==> src/logic/lps_params.svh <==
`ifndef LPS_PARAMS_SVH
`define LPS_PARAMS_SVH
// APB register byte offsets
`define LPS_OFF_CMD      12'h000
`define LPS_OFF_STATUS   12'h004
`define LPS_OFF_CONTRAST 12'h008
`define LPS_OFF_MODE     12'h00C
// Command codes
`define LPS_CMD_DISP_OFF   8'hAE
`define LPS_CMD_DISP_ON    8'hAF
`define LPS_CMD_ALL_OFF    8'hA4
`define LPS_CMD_ALL_ON     8'hA5
`define LPS_CMD_NORM       8'hA6
`define LPS_CMD_INV        8'hA7
`define LPS_CMD_DUTYX_CLR  8'hAA
`define LPS_CMD_DUTYX_SET  8'hAB
`define LPS_CMD_SUPPLY_ON  8'h25
`define LPS_CMD_SUPPLY_OFF 8'h24
`define LPS_CMD_SUPPLY_END 8'hED
`define LPS_CMD_RESET      8'hE2
// Output status command: upper nibble 1100
`define LPS_OST_TAG        4'hC
// Contrast command: upper bits 10
`define LPS_VOL_TAG        2'h2
// Reset values
`define LPS_RST_CONTRAST   5'h00
`define LPS_RST_OST        4'h0
// Status bit positions
`define LPS_ST_SAVE        0
`define LPS_ST_DISP_ON     1
`define LPS_ST_ALL_ON      2
`define LPS_ST_SUP_ON      3
`define LPS_ST_SUP_WAIT    4
`define LPS_ST_OSC_RUN     5
`define LPS_ST_DUTYX       6
`define LPS_ST_INV         7
`endif

==> src/logic/lps_pkg.sv <==
package lps_pkg;
    // Built-in supply state
    typedef enum logic [1:0] {
        LPS_SUP_OFF,
        LPS_SUP_WAIT,
        LPS_SUP_ON
    } lps_supply_t;
endpackage

==> src/logic/lps_sequencer.sv <==
//==========================================================
// Behaviour
// - All-on while display off enters power save
// - Power save stops oscillator and supply
// - Power save drives outputs to positive level
// - Power save ignores clock, floats osc pin
// - Memory and modes kept across power save
// - Display-on or all-off leaves power save
// - Supply-on paired with startup-complete
// - Other commands accepted during startup wait
// - Contrast command loads level, upper bits 100
// - All-points bit lights every segment outside power save
`timescale 1ns/1ps
`include "lps_params.svh"
module lps_sequencer (
    // Clock and reset
    input  wire logic        ref_clk,
    input  wire logic        reset,
    // APB slave
    input  wire logic        psel,
    input  wire logic        penable,
    input  wire logic        pwrite,
    input  wire logic [11:0] paddr,
    input  wire logic [31:0] pwdata,
    output logic      [31:0] prdata,
    output logic             pready,
    output logic             pslverr,
    // Pins
    input  wire logic        hard_reset_pin,
    input  wire logic        ext_clock_in,
    output logic             oscillator_output_pin_o,
    output logic             oscillator_output_pin_oe,
    // Analog and driver controls
    output logic             osc_enable,
    output logic             supply_enable,
    output logic             supply_static_current,
    output logic             driver_enable,
    output logic             outputs_to_vdd,
    output logic             all_points_lit,
    output logic             display_inverse,
    output logic [4:0]       lcd_drive_voltage,
    output logic             power_save
);
    //==========================================================
    // Pin synchronisers
    logic rst_pin_s1, rst_pin_s2;
    logic clk_in_s1, clk_in_s2;
    always_ff @(posedge ref_clk) begin
        rst_pin_s1 <= hard_reset_pin;
        rst_pin_s2 <= rst_pin_s1;
        clk_in_s1  <= ext_clock_in;
        clk_in_s2  <= clk_in_s1;
    end

    //==========================================================
    // APB decode
    wire        wr_en   = psel && penable && pwrite;
    wire        rd_en   = psel && penable && !pwrite;
    wire        hit_cmd = (paddr == `LPS_OFF_CMD);
    wire        hit_st  = (paddr == `LPS_OFF_STATUS);
    wire        hit_vol = (paddr == `LPS_OFF_CONTRAST);
    wire        hit_md  = (paddr == `LPS_OFF_MODE);
    wire        mapped  = hit_cmd | hit_st | hit_vol | hit_md;
    // Command port stays live in power save; no oscillator needed
    wire        cmd_wr  = wr_en && hit_cmd;
    wire [7:0]  cmd     = pwdata[7:0];
    wire        soft_rst = reset || rst_pin_s2;

    //==========================================================
    // Command decode
    wire c_disp_off = cmd_wr && cmd == `LPS_CMD_DISP_OFF;
    wire c_disp_on  = cmd_wr && cmd == `LPS_CMD_DISP_ON;
    wire c_all_on   = cmd_wr && cmd == `LPS_CMD_ALL_ON;
    wire c_all_off  = cmd_wr && cmd == `LPS_CMD_ALL_OFF;
    wire c_norm     = cmd_wr && cmd == `LPS_CMD_NORM;
    wire c_inv      = cmd_wr && cmd == `LPS_CMD_INV;
    wire c_dx_clr   = cmd_wr && cmd == `LPS_CMD_DUTYX_CLR;
    wire c_dx_set   = cmd_wr && cmd == `LPS_CMD_DUTYX_SET;
    wire c_sup_on   = cmd_wr && cmd == `LPS_CMD_SUPPLY_ON;
    wire c_sup_off  = cmd_wr && cmd == `LPS_CMD_SUPPLY_OFF;
    wire c_sup_end  = cmd_wr && cmd == `LPS_CMD_SUPPLY_END;
    wire c_ost      = cmd_wr && cmd[7:4] == `LPS_OST_TAG;
    // Bit 5 clear keeps the 1010 display commands out of contrast
    wire c_vol      = cmd_wr && cmd[7:6] == `LPS_VOL_TAG && !cmd[5];
    wire c_vol_reg  = wr_en && hit_vol;

    //==========================================================
    // Mode state
    logic                 save;
    logic                 disp_on;
    logic                 all_on;
    logic                 inv;
    logic                 dutyx;
    logic [3:0]           ost;
    logic [4:0]           contrast;
    lps_pkg::lps_supply_t sup;
    logic                 ext_clk_sel;

    // Power save entry is only the all-on command with display off
    wire enter_save = c_all_on && !disp_on;
    wire leave_save = save && (c_disp_on || c_all_off);

    // Mode bits are untouched by save entry and exit
    always_ff @(posedge ref_clk) begin
        if (soft_rst) begin
            disp_on <= 1'b0;
            all_on  <= 1'b0;
            inv     <= 1'b0;
            dutyx   <= 1'b0;
            ost     <= `LPS_RST_OST;
        end else begin
            if (c_disp_on)  disp_on <= 1'b1;
            if (c_disp_off) disp_on <= 1'b0;
            if (c_all_on)   all_on  <= 1'b1;
            if (c_all_off)  all_on  <= 1'b0;
            if (c_norm)     inv     <= 1'b0;
            if (c_inv)      inv     <= 1'b1;
            if (c_dx_set)   dutyx   <= 1'b1;
            if (c_dx_clr)   dutyx   <= 1'b0;
            if (c_ost)      ost     <= cmd[3:0];
        end
    end

    // Contrast level from command or register
    always_ff @(posedge ref_clk) begin
        if (soft_rst) begin
            contrast <= `LPS_RST_CONTRAST;
        end else if (c_vol) begin
            contrast <= cmd[4:0];
        end else if (c_vol_reg) begin
            contrast <= pwdata[4:0];
        end
    end

    // Clock source select; software choice, held over save
    always_ff @(posedge ref_clk) begin
        if (soft_rst) begin
            ext_clk_sel <= 1'b0;
        end else if (wr_en && hit_md) begin
            ext_clk_sel <= pwdata[0];
        end
    end

    // Save flag; hard reset pin not expected while in save
    always_ff @(posedge ref_clk) begin
        if (soft_rst) begin
            save <= 1'b0;
        end else if (enter_save) begin
            save <= 1'b1;
        end else if (leave_save) begin
            save <= 1'b0;
        end
    end

    //==========================================================
    // Built-in supply: on, wait, complete
    // Other commands and RAM stay free during the wait
    always_ff @(posedge ref_clk) begin
        if (soft_rst) begin
            sup <= lps_pkg::LPS_SUP_OFF;
        end else begin
            case (sup)
                lps_pkg::LPS_SUP_OFF: begin
                    if (c_sup_on && !save) sup <= lps_pkg::LPS_SUP_WAIT;
                end
                lps_pkg::LPS_SUP_WAIT: begin
                    if (c_sup_end) sup <= lps_pkg::LPS_SUP_ON;
                    else if (c_sup_off) sup <= lps_pkg::LPS_SUP_OFF;
                end
                lps_pkg::LPS_SUP_ON: begin
                    if (c_sup_off) sup <= lps_pkg::LPS_SUP_OFF;
                end
                default: sup <= lps_pkg::LPS_SUP_OFF;
            endcase
        end
    end
    // Waiting state does not gate the command decoder
    wire sup_wait = (sup == lps_pkg::LPS_SUP_WAIT);

    //==========================================================
    // Analog and pin outputs
    logic next_osc_o;
    assign next_osc_o = ext_clk_sel ? clk_in_s2 : 1'b0;
    always_ff @(posedge ref_clk) begin
        if (soft_rst) begin
            osc_enable               <= 1'b0;
            supply_enable            <= 1'b0;
            supply_static_current    <= 1'b0;
            driver_enable            <= 1'b0;
            outputs_to_vdd           <= 1'b1;
            all_points_lit           <= 1'b0;
            display_inverse          <= 1'b0;
            lcd_drive_voltage        <= `LPS_RST_CONTRAST;
            power_save               <= 1'b0;
            oscillator_output_pin_o  <= 1'b0;
            oscillator_output_pin_oe <= 1'b0;
        end else begin
            osc_enable               <= !save;
            supply_enable            <= !save && sup != lps_pkg::LPS_SUP_OFF;
            supply_static_current    <= !save && sup_wait;
            driver_enable            <= !save && disp_on;
            outputs_to_vdd           <= save || !disp_on;
            all_points_lit           <= all_on && !save;
            display_inverse          <= inv;
            lcd_drive_voltage        <= contrast;
            power_save               <= save;
            // External clock ignored and pin floated in save
            oscillator_output_pin_o  <= save ? 1'b0 : next_osc_o;
            oscillator_output_pin_oe <= !save;
        end
    end

    //==========================================================
    // APB read data and answer
    wire [31:0] status_word = {24'h000000, inv, dutyx, !save, sup_wait,
                               sup == lps_pkg::LPS_SUP_ON, all_on, disp_on, save};
    wire [31:0] rd_mux = hit_st  ? status_word :
                         hit_vol ? {27'h0000000, contrast} :
                         hit_md  ? {27'h0000000, ost, ext_clk_sel} :
                         32'h00000000;
    assign pready  = 1'b1;
    assign pslverr = psel && penable && !mapped;
    always_ff @(posedge ref_clk) begin
        if (reset) begin
            prdata <= 32'h00000000;
        end else if (psel && !penable && !pwrite) begin
            prdata <= rd_mux;
        end else if (rd_en) begin
            prdata <= prdata;
        end
    end
endmodule

==> config.mk <==
export PLATFORM = sky130hd
export DESIGN_NAME = lps_sequencer
export DESIGN_NICKNAME = d
export VERILOG_FILES = /design/src/logic/lps_pkg.sv /design/src/logic/lps_sequencer.sv
export VERILOG_INCLUDE_DIRS = /design/src /design/src/logic
export SDC_FILE = /design/constraint.sdc
export NUM_CORES = 1
export LEC_CHECK = 0
export ABC_AREA = 1
export BUFFER_PORTS_ARGS = -buffer_cell sky130_fd_sc_hd__buf_4
export CAP_MARGIN = 20
export CORE_UTILIZATION = 40
export CTS_CLUSTER_DIAMETER = 120
export DETAILED_ROUTE_END_ITERATION = 8
export PLACE_DENSITY = 0.75
export SYNTH_ARGS = -nofsm -noshare
export SYNTH_HDL_FRONTEND = slang
export SYNTH_SLANG_ARGS = --single-unit
==> constraint.sdc <==
create_clock -name ref_clk -period 2.8 [get_ports ref_clk]
set_clock_uncertainty 0.05 [all_clocks]
set_input_delay 0.28 -clock ref_clk [delete_from_list [all_inputs] [get_ports ref_clk]]
set_output_delay 0.28 -clock ref_clk [all_outputs]
set_load 0.03 [all_outputs]
Word-level counts from Yosys, hierarchy flattened --
Index checks and enable logic that the tools add are counted. Widths: inputs -> output; s select.
Operators by class: eq/ne operators 19, mux-type cells 13, bitwise operators 4, reduce and logical (&&, ||, !) cells 48
Operator list (count):
- $eq 8x8->1 const B | 9
- $logic_and 1x1->1 | 29
- $eq 12x4->1 const B | 2
- $mux 5 | 4
- $eq 8x6->1 const B | 2
- $eq 12x3->1 const B | 1
- $logic_not 12->1 | 1
- $mux 8 | 1
- $reduce_bool 2->1 | 4
- $logic_not 1->1 | 6
- $mux 2 | 3
- $pmux 2 s3 | 1
- $reduce_or 2->1 | 3
- $eq 2x2->1 const B | 2
- $eq 4x4->1 const B | 1
- $mux 1 | 4
- $logic_or 1x1->1 | 3
- $or 1x1->1 | 3
- $reduce_or 3->1 | 1
- $eq 2x1->1 const B | 1
- $logic_not 2->1 | 1
- $ne 2x2->1 const B | 1
- $not 1->1 | 1
Word-level totals: bits in registers 67, input bits 51, output and inout port bits 49

Depth between registers and ports, before layout --
word-level depth 8, gate-level depth with buffers 9, gate-level depth less buffers 9

Worst setup path after synthesis --
No wires, ideal clock.
kind input to output, start input port paddr[5], end output port pslverr, data arrival time 1012 ps, required time 2470 ps, setup slack 1458 ps, cell stages on the path 4, cells stage by stage nor2_1 > nand2_2 > nor2_8 > a21oi_1
Between the ends: cells in the longest elaborated chain, start to end 6, elaborated cells between the ends (all ways) 9
RTL lines:
- from (decl) | RTL line lps_sequencer.sv:23 | input wire logic [11:0] paddr,
- $eq 12x3->1 (no source line) or $logic_not 12->1 (tied branches)
- $or 1x1->1 (2 in a row) | RTL line lps_sequencer.sv:63 | wire mapped = hit_cmd | hit_st | hit_vol | hit_md;
- $or 1x1->1 (*) | RTL line lps_sequencer.sv:63
- $logic_not 1->1 (*) | RTL line lps_sequencer.sv:222 | assign pslverr = psel && penable && !mapped;
- $logic_and 1x1->1 (*) | RTL line lps_sequencer.sv:222
- to (decl) | RTL line lps_sequencer.sv:27 | output logic pslverr,
Mark *: on every way between the ends. The rest lies on a longest branch, timed or not.

Worst setup path in the final report --
start input port paddr[11], end output port pslverr
Same word-level chain as after synthesis.

==> flow_metrics.py <==
metrics = {
    "synthesis": {
        "synth_flop_cell": "dfxtp_1",
        "synth_cell_types": 24,
        "ys_warn_count": 0,
        "post_synth.cell_area_avg_um2": 7.34,
        "ys_seq_area_share_pct": 41.1,
        "syn_inst": 285,
        "netlist.area_leader.share_pct": 41.1,
        "synthArstFlopShare_pct": 0,
        "synth-edff-count": 0,
        "synth.most_common_cell": "nand2_1",
        "ys_ff_latch": 43,
        "synthesis.area_um2": 2090,
        "synth_area_leaders": "dfxtp_1 (41%), buf_4 (9.7%), nand3_1 (9.6%)",
        "yosysTopAreaCell": "dfxtp_1",
        "synthTopCellsByCount": "nand2_1 (47), dfxtp_1 (43), nand3_1 (40), nor2_1 (40), inv_1 (28)",
    },
    "sta": {
        "rsz0062_at_grt": "false",
        "period_share_pct": 50.6,
        "setup_viol_count_final": 0,
        "slew-limit-headroom_pct": 60.3,
        "finalMaxSlewViolations": 0,
        "tns_ns": 0,
        "fmax_mhz": 705,
        "hold_ws_ns": 0.0324,
        "hold_violations": 0,
        "period_needed_ns": 1.42,
        "worst_slew_pin_slew_ns": 0.592,
    },
    "clock_tree": {
        "cts_max_path_buffers": 2,
        "cts_tree": "yes",
        "post_cts_buffers": 0,
        "numCtsBuffers": 5,
        "root_buffer": "clkbuf_8",
        "cts_sinks": 43,
        "cts_hold_buf": 0,
        "cts_max_level": 2,
        "clk_latency_ns": 0.30,
        "cts.reportedPaths.clkPinSlew_ns": 0.08,
        "cts_resized": 0,
    },
    "setup_path": {
        "crit_arrival_ns": 1.09,
        "critPathCaptureType": "output pin",
        "cpPeakStageDelay_ns": 0.20,
        "crit_path_cell_trace": "buf_4 > nor2_1 > nand2_2 > nor2_8 > a21oi_1 > buf_4",
        "cp.buffers_inverters": 2,
        "critPathMostFrequentCell": "buf_4",
        "crit_path_start_kind": "primary input",
        "path_delay_family": "simple AND/OR/NAND/NOR gates",
        "cp_data_required_time_ns": 2.47,
        "crit_slowest_cell": "nor2_8",
        "crit_type": "in2out",
        "crit_fanout": 7,
    },
    "finish": {
        "final_util_pct": 52.2,
        "fillers": 486,
        "diodes": 0,
        "stdcell_area_um2": 2550,
        "synthToLayoutAreaGrowth_pct": 21.7,
        "drive_gt1_share_pct": 22.6,
        "nets": 387,
    },
    "routing": {
        "wire_per_inst_um": 11.0,
        "ant_nets": 0,
        "via_per_inst": 4.65,
        "vias": 1880,
        "drc": 0,
        "first_pass_iters": 4,
        "drtIter0Drc": 101,
        "wirelength_um": 4440,
    },
    "grt": {
        "grt_max_degree": 20,
        "grt_use_total_pct": 17.3,
        "grt_pass1_wl_um": 7310,
        "grt_pass1_vias": 1685,
        "antenna_found_initial": 0,
        "grt_overflow": 0,
    },
    "place": {
        "portBuffers": 50,
        "place.gp.congestion": 0.864,
        "placed_area_um2": 2430,
        "place_hpwl_um": 3400,
    },
    "pwr": {
        "max-vdd-ir-drop_mv": 0.245,
        "power_density_nw_per_um2": 492,
        "p_leak_nw": 1.22,
    },
    "run_status": {
        "status": "completed",
    },
    "floorplan": {
        "core-area_um2": 4880,
        "placementRows": 25,
        "die_width_um": 74.3,
        "pin_count": 100,
        "fp.dieArea_um2": 5520,
        "start_util_pct": 42.9,
        "die_h_um": 74.3,
    },
    "hold_path": {
        "worstHoldPathType": "in2reg",
    },
    "flow_run": {
        "maxCapViolCount": 0,
    },
}
## sequential cells by signal, indices dropped and copies added, names as in the netlist, 2 cells and up
| register | flops |
|---|---|
| lcd_drive_voltage | 5 |
| ost | 4 |
| contrast | 5 |
| prdata | 8 |
| sup | 2 |
## final timing paths
kind,from,endpoint,slack (ns),depth (start not counted)
max,paddr[11],pslverr,1.38,6
min,ext_clock_in,clk_in_s1,0.03,1
max reg2reg,rst_pin_s2,sup[0],1.51,8
min reg2reg,rst_pin_s1,rst_pin_s2,0.28,0
## layer usage
metal	wire length [um]	vias to the layer above	share of wire [%]	track usage, %
met5	0	-	0	0
met4	68	0	1.5	5.87
met3	235	9	5.3	3.93
met2	2120	64	48	30.0
met1	2020	840	45	21.3
li1	-	967	-	-
## worst register-to-register path, cell delays in order (launching register included)
cell and delay (ns):
dfxtp_1 0.30, nor2_1 0.10, buf_4 0.20, nand2_1 0.18
nor2_1 0.14, nand3_1 0.08, nand2_1 0.06, nand2_1 0.05
nor2_1 0.09
## cell type report
type / instances / area, um2 / area share (%)
Multi-Input combinational cell: 205 / 988 / 38.8
Sequential cell: 43 / 861 / 33.8
Timing Repair Buffer: 51 / 383 / 15.0
Inverter: 30 / 113 / 4.42
Tap cell: 67 / 83.8 / 3.29
Clock buffer: 6 / 82.6 / 3.24
Clock inverter: 2 / 35.0 / 1.38
## cell usage in the layout, fill, tap and decap left out, types with 4 or more instances in the layout
master / count
nand2_1: 47
nand3_1: 40
a21oi_1: 23
nor3_1: 4
nor2_1: 40
nand4_1: 7
dfxtp_1: 43
clkbuf_8: 6
buf_4: 51
conb_1: 25
inv_1: 28
## cells by family after synthesis
kind of cell	synth area share, %
AO/OA/AOI/OAI	6.58
buffers and inverters	15.7
flip-flops	41.1
other	0.359
AND/OR/NAND/NOR	36.2
## per-stage QoR
step	total power, mW	setup slack (ns)	cells
after detailed placement	0.763	1.21	396
after global routing	1.29	1.28	404
final	1.25	1.38	404
after floorplan	0.743	1.46	308
after CTS	1.26	1.38	404
after global placement	0.762	1.22	396
## power by group
group | internal (mW) | switching [mW] | leakage, nW | total, mW
Clock | 0.289 | 0.213 | 0.0612 | 0.501
Combinational | 0.0370 | 0.0975 | 0.807 | 0.134
Sequential | 0.615 | 0.00108 | 0.348 | 0.616
Total | 0.940 | 0.311 | 1.22 | 1.25
Power figures use the tool's default switching activity.
